--- src/logic/sid_pkg.sv ---
// constants for the two-channel interrupt daisy chain block
package sid_pkg;
    localparam int NUM_CH     = 2;
    localparam int SRC_PER_CH = 3;
    localparam int NUM_SRC    = 6;
    localparam int SRC_RX     = 0;
    localparam int SRC_TX     = 1;
    localparam int SRC_EXT    = 2;
    // register port
    localparam int ADDR_W      = 5;
    localparam int ADDR_CH_BIT = 4;
    localparam int DATA_W      = 8;
    localparam logic [3:0] REG_COMMAND    = 4'h0;
    localparam logic [3:0] REG_XFER_MODE  = 4'h1;
    localparam logic [3:0] REG_VECTOR     = 4'h2;
    localparam logic [3:0] REG_PENDING    = 4'h3;
    localparam logic [3:0] REG_MASTER     = 4'h9;
    localparam logic [3:0] REG_EXT_ENABLE = 4'hF;
    // command field of the command register
    localparam int CMD_LSB = 3;
    localparam int CMD_W   = 3;
    localparam logic [2:0] CMD_RESET_EXT = 3'h2;
    localparam logic [2:0] CMD_RX_NEXT   = 3'h4;
    localparam logic [2:0] CMD_RESET_TX  = 3'h5;
    localparam logic [2:0] CMD_RESET_IUS = 3'h7;
    // master control bits
    localparam int MIC_VIS   = 0;
    localparam int MIC_NV    = 1;
    localparam int MIC_MIE   = 3;
    localparam int MIC_SWACK = 5;
    // transfer mode bits
    localparam int XM_EXT_EN = 0;
    localparam int XM_TX_EN  = 1;
    localparam int XM_RX_LSB = 3;
    localparam int XM_WR_RX  = 5;
    localparam int XM_WR_REQ = 6;
    localparam int XM_WR_EN  = 7;
    // external/status enable bits
    localparam int EE_ZERO  = 1;
    localparam int EE_DCD   = 3;
    localparam int EE_SYNC  = 4;
    localparam int EE_CTS   = 5;
    localparam int EE_UNDER = 6;
    localparam int EE_BREAK = 7;
    localparam logic [7:0] RST_EXT_EN = 8'hF8;
    localparam logic [7:0] RST_ZERO   = 8'h00;
    // vector status code position and values
    localparam int VEC_CODE_LSB = 1;
    localparam int VEC_CODE_W   = 3;
    localparam logic [2:0] CODE_B_TX   = 3'h0;
    localparam logic [2:0] CODE_B_EXT  = 3'h1;
    localparam logic [2:0] CODE_B_RX   = 3'h2;
    localparam logic [2:0] CODE_B_SPEC = 3'h3;
    localparam logic [2:0] CODE_A_TX   = 3'h4;
    localparam logic [2:0] CODE_A_EXT  = 3'h5;
    localparam logic [2:0] CODE_A_RX   = 3'h6;
    localparam logic [2:0] CODE_A_SPEC = 3'h7;
    localparam logic [2:0] CODE_NONE   = 3'h3;
    // pending summary bit of each source
    localparam int PEND_BIT [NUM_SRC] = '{5, 4, 3, 2, 1, 0};
    typedef enum logic [1:0] {
        RXM_OFF     = 2'h0,
        RXM_FIRST   = 2'h1,
        RXM_ALL     = 2'h2,
        RXM_SPECIAL = 2'h3
    } sid_rx_mode_type;
endpackage

--- src/logic/sid_irq_chain.sv ---
// interrupt priority chain, acknowledge, vector and wait/request logic
//
// The register offsets and the plain strobed port were chosen for this implementation.
`timescale 1ns/10ps

module sid_irq_chain (
    input  wire logic                        clk_in,
    input  wire logic                        reset_n_in,
    input  wire logic [sid_pkg::ADDR_W-1:0]  addr_in,
    input  wire logic [sid_pkg::DATA_W-1:0]  wr_data_in,
    input  wire logic                        wr_strobe_in,
    input  wire logic                        rd_strobe_in,
    output logic      [sid_pkg::DATA_W-1:0]  rd_data_out,
    input  wire logic                        irq_acknowledge_n_in,
    input  wire logic                        ack_read_in,
    input  wire logic                        chain_enable_in,
    output logic                             chain_enable_out,
    output logic                             int_n_out,
    output logic                             int_oe_out,
    output logic      [sid_pkg::DATA_W-1:0]  vector_bus_out,
    output logic                             vector_oe_out,
    input  wire logic [sid_pkg::NUM_CH-1:0]  rx_char_in,
    input  wire logic [sid_pkg::NUM_CH-1:0]  rx_special_in,
    input  wire logic [sid_pkg::NUM_CH-1:0]  rx_char_taken_in,
    input  wire logic [sid_pkg::NUM_CH-1:0]  tx_empty_in,
    input  wire logic [sid_pkg::NUM_CH-1:0]  cts_in,
    input  wire logic [sid_pkg::NUM_CH-1:0]  carrier_detect_in,
    input  wire logic [sid_pkg::NUM_CH-1:0]  sync_in,
    input  wire logic [sid_pkg::NUM_CH-1:0]  break_abort_in,
    input  wire logic [sid_pkg::NUM_CH-1:0]  tx_underrun_in,
    input  wire logic [sid_pkg::NUM_CH-1:0]  brg_zero_in,
    input  wire logic [sid_pkg::NUM_CH-1:0]  rx_ready_in,
    input  wire logic [sid_pkg::NUM_CH-1:0]  tx_ready_in,
    input  wire logic [sid_pkg::NUM_CH-1:0]  data_access_in,
    output logic      [sid_pkg::NUM_CH-1:0]  wait_req_out,
    output logic      [sid_pkg::NUM_CH-1:0]  wait_req_oe_out
);
    import sid_pkg::*;

    // lowest set bit wins, lowest index is highest priority
    function automatic logic [NUM_SRC-1:0] first_one(input logic [NUM_SRC-1:0] v);
        first_one = v & (~v + 6'h01);
    endfunction

    // bit i set when any bit at or above priority i is set
    function automatic logic [NUM_SRC-1:0] prefix_or(input logic [NUM_SRC-1:0] v);
        logic acc;
        acc = 1'b0;
        for (int i = 0; i < NUM_SRC; i++) begin
            acc = acc | v[i];
            prefix_or[i] = acc;
        end
    endfunction

    // three-bit source code of a one-hot selection
    function automatic logic [2:0] src_code(input logic [NUM_SRC-1:0] s,
                                            input logic [NUM_CH-1:0]  spec);
        if (s[SRC_RX])
            src_code = spec[0] ? CODE_A_SPEC : CODE_A_RX;
        else if (s[SRC_TX])
            src_code = CODE_A_TX;
        else if (s[SRC_EXT])
            src_code = CODE_A_EXT;
        else if (s[SRC_PER_CH+SRC_RX])
            src_code = spec[1] ? CODE_B_SPEC : CODE_B_RX;
        else if (s[SRC_PER_CH+SRC_TX])
            src_code = CODE_B_TX;
        else if (s[SRC_PER_CH+SRC_EXT])
            src_code = CODE_B_EXT;
        else
            src_code = CODE_NONE;
    endfunction

    logic [7:0]         xfer_mode [NUM_CH];
    logic [7:0]         ext_en [NUM_CH];
    logic [7:0]         vector_reg;
    logic [7:0]         master_reg;
    logic [NUM_SRC-1:0] pending;
    logic [NUM_SRC-1:0] under_service;
    logic [NUM_SRC-1:0] ack_owner;
    logic [NUM_CH-1:0]  rx_seen;
    logic [NUM_CH-1:0]  rx_spec;
    logic [NUM_CH-1:0]  cts_prev;
    logic [NUM_CH-1:0]  dcd_prev;
    logic [NUM_CH-1:0]  sync_prev;
    logic [NUM_CH-1:0]  brk_prev;
    logic               ack_q;
    logic               ack_d;
    logic               ack_won;

    // register port decode
    wire [3:0] addr_idx = addr_in[3:0];
    wire       ch_sel   = addr_in[ADDR_CH_BIT];
    wire       wr_cmd   = wr_strobe_in & (addr_idx == REG_COMMAND);
    wire       wr_xfer  = wr_strobe_in & (addr_idx == REG_XFER_MODE);
    wire       wr_vec   = wr_strobe_in & (addr_idx == REG_VECTOR);
    wire       wr_mast  = wr_strobe_in & (addr_idx == REG_MASTER);
    wire       wr_ext   = wr_strobe_in & (addr_idx == REG_EXT_ENABLE);
    wire       rd_vec   = rd_strobe_in & (addr_idx == REG_VECTOR);
    wire [2:0] cmd_code = wr_data_in[CMD_LSB +: CMD_W];

    // master control fields
    wire global_irq_enable      = master_reg[MIC_MIE];
    wire swack_en = master_reg[MIC_SWACK];
    wire vis_eff  = master_reg[MIC_VIS] & ~swack_en;
    wire nv_eff   = master_reg[MIC_NV] & ~swack_en;

    // per-source enable, raise and clear terms
    logic [NUM_SRC-1:0] src_en;
    logic [NUM_SRC-1:0] raise;
    logic [NUM_SRC-1:0] clr;
    logic [NUM_CH-1:0]  next_rx_seen;
    logic [NUM_CH-1:0]  next_rx_spec;

    for (genvar c = 0; c < NUM_CH; c++) begin : g_ch
        localparam int B = c * SRC_PER_CH;
        wire [1:0] rx_mode = xfer_mode[c][XM_RX_LSB +: 2];
        wire [7:0] ee      = ext_en[c];
        wire       cmd_ch  = wr_cmd & (ch_sel == 1'(c));
        wire       m_first = rx_mode == RXM_FIRST;
        wire       m_all   = rx_mode == RXM_ALL;
        wire       m_spec  = rx_mode == RXM_SPECIAL;
        wire rx_chr = rx_char_in[c] & (m_all | (m_first & ~rx_seen[c]));
        wire rx_spc = rx_special_in[c] & (m_all | m_spec | (m_first & rx_seen[c]));
        wire ext_evt = (ee[EE_CTS] & (cts_in[c] ^ cts_prev[c]))
                     | (ee[EE_DCD] & (carrier_detect_in[c] ^ dcd_prev[c]))
                     | (ee[EE_SYNC] & (sync_in[c] ^ sync_prev[c]))
                     // both edges of abort or end of poll
                     | (ee[EE_BREAK] & (break_abort_in[c] ^ brk_prev[c]))
                     | (ee[EE_UNDER] & tx_underrun_in[c])
                     | (ee[EE_ZERO] & brg_zero_in[c]);

        assign src_en[B+SRC_RX]  = rx_mode != RXM_OFF;
        assign src_en[B+SRC_TX]  = xfer_mode[c][XM_TX_EN];
        assign src_en[B+SRC_EXT] = xfer_mode[c][XM_EXT_EN];
        assign raise[B+SRC_RX]   = rx_chr | rx_spc;
        assign raise[B+SRC_TX]   = tx_empty_in[c];
        assign raise[B+SRC_EXT]  = ext_evt;
        assign clr[B+SRC_RX]     = rx_char_taken_in[c];
        assign clr[B+SRC_TX]     = cmd_ch & (cmd_code == CMD_RESET_TX);
        assign clr[B+SRC_EXT]    = cmd_ch & (cmd_code == CMD_RESET_EXT);
        // first char flag rearmed by command or mode off
        assign next_rx_seen[c] = m_first & (rx_chr
                               | (rx_seen[c] & ~(cmd_ch & (cmd_code == CMD_RX_NEXT))));
        // special flag follows the receive pending bit
        assign next_rx_spec[c] = src_en[B+SRC_RX] & (rx_spc
                               | (rx_spec[c] & ~clr[B+SRC_RX] & ~rx_chr));
    end

    // pending kept only while enabled, set beats clear
    wire [NUM_SRC-1:0] next_pending = src_en & (raise | (pending & ~clr));

    wire [NUM_SRC-1:0] req = pending & src_en & {NUM_SRC{global_irq_enable}};

    // under service blocks equal and lower
    wire [NUM_SRC-1:0] eligible = req & ~prefix_or(under_service);
    wire [NUM_SRC-1:0] winner   = first_one(eligible);
    wire               any_elig = |eligible;

    // acknowledge start, hardware or software
    wire hw_ack_start = ack_q & ~ack_d;
    wire sw_ack       = rd_vec & swack_en;
    wire ack_fire     = (hw_ack_start | sw_ack) & chain_enable_in;
    wire [NUM_SRC-1:0] ack_set = ack_fire ? winner : '0;
    // host command frees the highest under-service bit
    wire ius_reset    = wr_cmd & (cmd_code == CMD_RESET_IUS);
    wire [NUM_SRC-1:0] ius_clr = ius_reset ? first_one(under_service) : '0;
    wire [NUM_SRC-1:0] next_ius = (under_service & ~ius_clr) | ack_set;

    // vector values
    // acknowledge edge loads the winner's code, so a driven bus never shows a stale vector
    wire [2:0] owner_code = src_code(ack_fire ? winner : ack_owner, rx_spec);
    wire [2:0] win_code   = src_code(first_one(req & ~prefix_or(under_service)), rx_spec);
    // status code replaces three vector bits
    wire [7:0] vec_mod_hw = {vector_reg[7:VEC_CODE_LSB+VEC_CODE_W], owner_code,
                             vector_reg[VEC_CODE_LSB-1:0]};
    wire [7:0] vec_mod_rd = {vector_reg[7:VEC_CODE_LSB+VEC_CODE_W], win_code,
                             vector_reg[VEC_CODE_LSB-1:0]};
    wire [7:0] vec_hw     = vis_eff ? vec_mod_hw : vector_reg;

    // pending summary for channel A reads
    logic [7:0] pend_summary;
    assign pend_summary[7:NUM_SRC] = '0;
    for (genvar i = 0; i < NUM_SRC; i++) begin : g_ps
        assign pend_summary[PEND_BIT[i]] = pending[i];
    end

    // read mux; enables and modes are not readable
    logic [7:0] rd_mux;
    always_comb begin
        rd_mux = RST_ZERO;
        unique case (addr_idx)
            REG_COMMAND: rd_mux = {2'h0, under_service};
            REG_VECTOR:  rd_mux = ch_sel ? vec_mod_rd : vector_reg;
            REG_PENDING: rd_mux = ch_sel ? RST_ZERO : pend_summary;
            default:     rd_mux = RST_ZERO;
        endcase
    end

    wire int_active = chain_enable_in & any_elig & ~ack_q;
    assign int_n_out  = 1'b0;
    assign int_oe_out = int_active;

    assign chain_enable_out = chain_enable_in & ~(|req) & ~(|under_service);

    // vector onto bus while read is active
    assign vector_oe_out = ack_q & ack_read_in & chain_enable_in & ack_won & ~nv_eff;

    // wait/request pins per channel
    for (genvar c = 0; c < NUM_CH; c++) begin : g_wr
        wire en    = xfer_mode[c][XM_WR_EN];
        wire ready = xfer_mode[c][XM_WR_RX] ? rx_ready_in[c] : tx_ready_in[c];
        wire dma   = xfer_mode[c][XM_WR_REQ];
        // request driven both ways, wait open drain
        assign wait_req_out[c]    = dma ? ~(en & ready) : 1'b0;
        assign wait_req_oe_out[c] = dma | (en & ~ready & data_access_in[c]);
    end

    // host written registers
    always_ff @(posedge clk_in or negedge reset_n_in) begin
        if (!reset_n_in) begin
            for (int c = 0; c < NUM_CH; c++) begin
                xfer_mode[c] <= RST_ZERO;
                ext_en[c]    <= RST_EXT_EN;
            end
            vector_reg <= RST_ZERO;
            master_reg <= RST_ZERO;
        end else begin
            for (int c = 0; c < NUM_CH; c++) begin
                if (wr_xfer && ch_sel == 1'(c))
                    xfer_mode[c] <= wr_data_in;
                if (wr_ext && ch_sel == 1'(c))
                    ext_en[c] <= wr_data_in;
            end
            // shared by both channels
            if (wr_vec)
                vector_reg <= wr_data_in;
            if (wr_mast)
                master_reg <= wr_data_in;
        end
    end

    // interrupt state bits and input history
    always_ff @(posedge clk_in or negedge reset_n_in) begin
        if (!reset_n_in) begin
            pending       <= '0;
            under_service <= '0;
            rx_seen       <= '0;
            rx_spec       <= '0;
            cts_prev      <= '0;
            dcd_prev      <= '0;
            sync_prev     <= '0;
            brk_prev      <= '0;
        end else begin
            pending       <= next_pending;
            under_service <= next_ius;
            rx_seen       <= next_rx_seen;
            rx_spec       <= next_rx_spec;
            cts_prev      <= cts_in;
            dcd_prev      <= carrier_detect_in;
            sync_prev     <= sync_in;
            brk_prev      <= break_abort_in;
        end
    end

    always_ff @(posedge clk_in or negedge reset_n_in) begin
        if (!reset_n_in) begin
            ack_q     <= 1'b0;
            ack_d     <= 1'b0;
            ack_won   <= 1'b0;
            ack_owner <= '0;
        end else begin
            ack_q <= ~irq_acknowledge_n_in;
            ack_d <= ack_q;
            if (hw_ack_start)
                ack_won <= chain_enable_in & any_elig;
            else if (!ack_q)
                ack_won <= 1'b0;
            if (ack_fire)
                ack_owner <= winner;
        end
    end

    // registered data outputs; read data valid one cycle only
    always_ff @(posedge clk_in or negedge reset_n_in) begin
        if (!reset_n_in) begin
            rd_data_out    <= RST_ZERO;
            vector_bus_out <= RST_ZERO;
        end else begin
            rd_data_out    <= rd_strobe_in ? rd_mux : RST_ZERO;
            vector_bus_out <= vec_hw;
        end
    end
endmodule

--- config.mk ---
export PLATFORM = sky130hd
export DESIGN_NAME = sid_irq_chain
export DESIGN_NICKNAME = d
export VERILOG_FILES = /design/src/logic/sid_pkg.sv /design/src/logic/sid_irq_chain.sv
export SDC_FILE = /design/constraint.sdc
export NUM_CORES = 1
export LEC_CHECK = 0
export ABC_AREA = 1
export BUFFER_PORTS_ARGS = -buffer_cell sky130_fd_sc_hd__buf_2
export CAP_MARGIN = 25
export CORE_AREA = 2 2 84 86
export DETAILED_ROUTE_END_ITERATION = 8
export DIE_AREA = 0 0 86 88
export PLACE_DENSITY = 0.82
export SYNTH_ARGS = -nofsm -noshare
export SYNTH_HDL_FRONTEND = slang
export SYNTH_SLANG_ARGS = --single-unit
--- constraint.sdc ---
create_clock -name clk_in -period 3.93 [get_ports clk_in]
set_input_delay 0.393 -clock clk_in [delete_from_list [all_inputs] [get_ports clk_in]]
set_output_delay 0.393 -clock clk_in [all_outputs]
set_load 0.02 [all_outputs]
==> out/qor.yml <==
worst_setup_path:
  path_cells: "inv_2 > nand2_2 > nor2_2 > nand3_1 > nor2_1 > nor2_1 > nand2_1 > nand2_1 > nor2_1 > buf_2"
  crit_arrival_ns: 1.83
  end_kind: "primary output"
  path_delay_family: "simple AND/OR/NAND/NOR gates"
  r2r-end: "rd_data_out[1]"
  critical_path_depth: 10
  worst_ep_required_time_ns: 3.54
  path_class: "flip-flop to primary output"
  worstSetupStartpointType: "flip-flop"
  critPathMaxStageDelay_ns: 0.44
  r2r_slack_ns: 2.11
  rr_startpoint: "master_reg[3]"
  crit_path_frequent_cell: "nor2_1"
  worst-path-buf-inv: 2
  slowest_stage: "dfrtp_1"
  rr_worst_depth: 9
  cp_max_fo: 4
timing:
  fin_tns_setup_ns: 0
  min_period_ns: 2.22
  worst_pin_slew_ns: 0.665
  fmax_mhz: 450
  maxSlewViolCount: 0
  setup_viol: 0
  slew_headroom_pct: 55.3
  finalHoldViolations: 0
  post-route-period-util_pct: 56.6
  rsz0062_at_grt: "no"
  finalWorstSetupSlack_ns: 1.71
  clock_skew_ns: 0.00955
drt:
  vias: 3247
  routed_wl_um: 9000
  post-route-drc-count: 0
  viasPerCell: 5.38
  drt_iter0_drc: 283
  wl_per_cell_um: 14.9
  ant_nets: 0
  dr.pass1.iters: 6
pwr:
  p_leak_uw: 0.00233
  internal_power_uw: 1470
  power_frac_clock_pct: 28.6
  power_density_mw_per_mm2: 466
  p_seq_share_pct: 52.9
  p_sw_share_pct: 30.3
  switching_power_uw: 640
  ir_worst_vdd_uv: 249
  pwr-share-comb_pct: 18.5
hold_path:
  hold_path_class: "primary input to flip-flop"
  min_to: "sync_prev[1]"
  worstHoldStart: "sync_in[1]"
  whs_path_depth: 1
synthesis:
  synth_seq_cells: 87
  synthTopCellsByArea: "dfrtp_1 (49%), nand2_1 (11%), o21ai_0 (7.4%), dfstp_2 (6.7%), inv_1 (4.6%)"
  syn_nets: 491
  synth_cells: 445
  yosys_warnings: 0
  post-synth-top-count-cell: "nand2_1"
  synth_top_area_share_pct: 49.3
  ys_types: 37
  synth-edff-count: 0
  yosysTopAreaCell: "dfrtp_1"
  synthTopCellsByCount: "nand2_1 (114), dfrtp_1 (77), o21ai_0 (58)"
  synth_area_mm2: 0.00391
  syn_area_per_cell_um2: 8.78
  synthFlopType: "dfrtp_1"
  synth_seq_area_share_pct: 56.1
  ys_async_sr_fraction_pct: 100
job:
  maxCapViolCount: 0
global_routing:
  grt_use_met1_pct: 37.6
  gr-total-overflow: 0
  grt_pass1_vias: 3163
  grt_max_degree: 88
  grt_pass1_wl_um: 15100
  use_met2_pct: 40.5
  use_met3_pct: 4.15
  grt_util_all_layers_pct: 26.1
  grt_busiest_layer: "met2"
  antenna_found_initial: 0
cells_and_area:
  nets: 565
  largest_register_ff_count: 12
  area_delta_synth_final_pct: 16.0
  layout-drive-gt1-share_pct: 25.2
  num_antenna_cells: 0
cts:
  path_clk_slew_ns: 0.08
  clk-insertion-delay-late_ns: 0.35
  cts-root-buf: "clkbuf_8"
  cts_tree: "built"
  cts.path.max_buffers: 2
  clock_sinks: 87
  cts.repair.resized: 0
  ctsHtreeMaxLevel: 3
  cts_setup_buffers: 0
  cts_made_buffers: 9
placement:
  place_ws_ns: 2.12
  gp_congestion: 0.849
  port_buffers: 68
  dp_hpwl_um: 6850
floorplan:
  io_pins: 70
  die-area_mm2: 0.00757
  rows: 30
  die_y_um: 88
  die_w_um: 86
  core-area_mm2: 0.00664
  start_util_pct: 58.8
run_status:
  status: "finished clean"
timing repair:
item | 4_1_cts | 5_1_grt
setup endpoints to repair | 0 | 0
hold buffers | 0 | 1
hold endpoints to repair | 0 | 16
cell families after synthesis:
group,Yosys count,share of synthesized area (%)
multiplexers,3,0.865
AND/OR/NAND/NOR,197,22.8
XOR/XNOR,1,0.224
flip-flops,87,56.1
buffers and inverters,62,6.47
other,1,0.0960
AO/OA/AOI/OAI,94,13.5
area by class of cell:
class                      instances  area, um^2
clock buffer                      12         135
clock inverter                     4        55.1
fill                             546        2110
inverter                          55         206
multi-input combinational        296        1460
sequential                        87        2190
tap                               80         100
timing repair buffer              70         380
per-stage QoR:
step / area, um^2 / utilization [%] / hold WS (ns) / instances / power [uW]
finish: 4530 / 68.2 / 0.172 / 604 / 2110
global route: 4530 / 68.2 / 0.158 / 604 / 2230
CTS: 4490 / 67.6 / 0.160 / 602 / 2120
detailed placement: 4300 / 64.8 / 0.396 / 586 / 1520
global placement: 4300 / 64.8 / 0.389 / 586 / 1500
floorplan: 3910 / - / 0.0974 / 445 / 1370
routing by layer:
layer | up-vias | share of wire (%) | wire (um)
met5 | - | 0 | 0
met4 | 0 | 1.6 | 143
met3 | 15 | 5.3 | 473
met2 | 114 | 47 | 4210
met1 | 1531 | 46 | 4170
li1 | 1587 | - | -
worst max path at each step:
stage / start / endpoint
final: under_service[0] / int_oe_out
after global routing: under_service[0] / int_oe_out
after CTS: under_service[0] / int_oe_out
after detailed placement: under_service[0] / int_oe_out
after global placement: under_service[0] / int_oe_out
after floorplan: under_service[0] / int_oe_out
cells in the final DEF, fill, tap and decap left out, drive strengths merged, types with 3 or more instances in the layout:
cell type,n
inv,56
a21oi,17
mux2,3
o21ai,59
nor2,42
nand4,5
dfrtp,77
nor4,4
buf,69
nand2,122
nor3,4
nand3,20
dfstp,10
o211ai,4
clkbuf,12
power by group through the flow:
stage	clock network, uW	logic, uW	registers [uW]
after floorplan	0	231	1130
after global placement	0	374	1130
after detailed placement	0	390	1130
after CTS	614	391	1120
after global routing	648	447	1130
final	604	391	1120
Power figures use the tool's default switching activity.
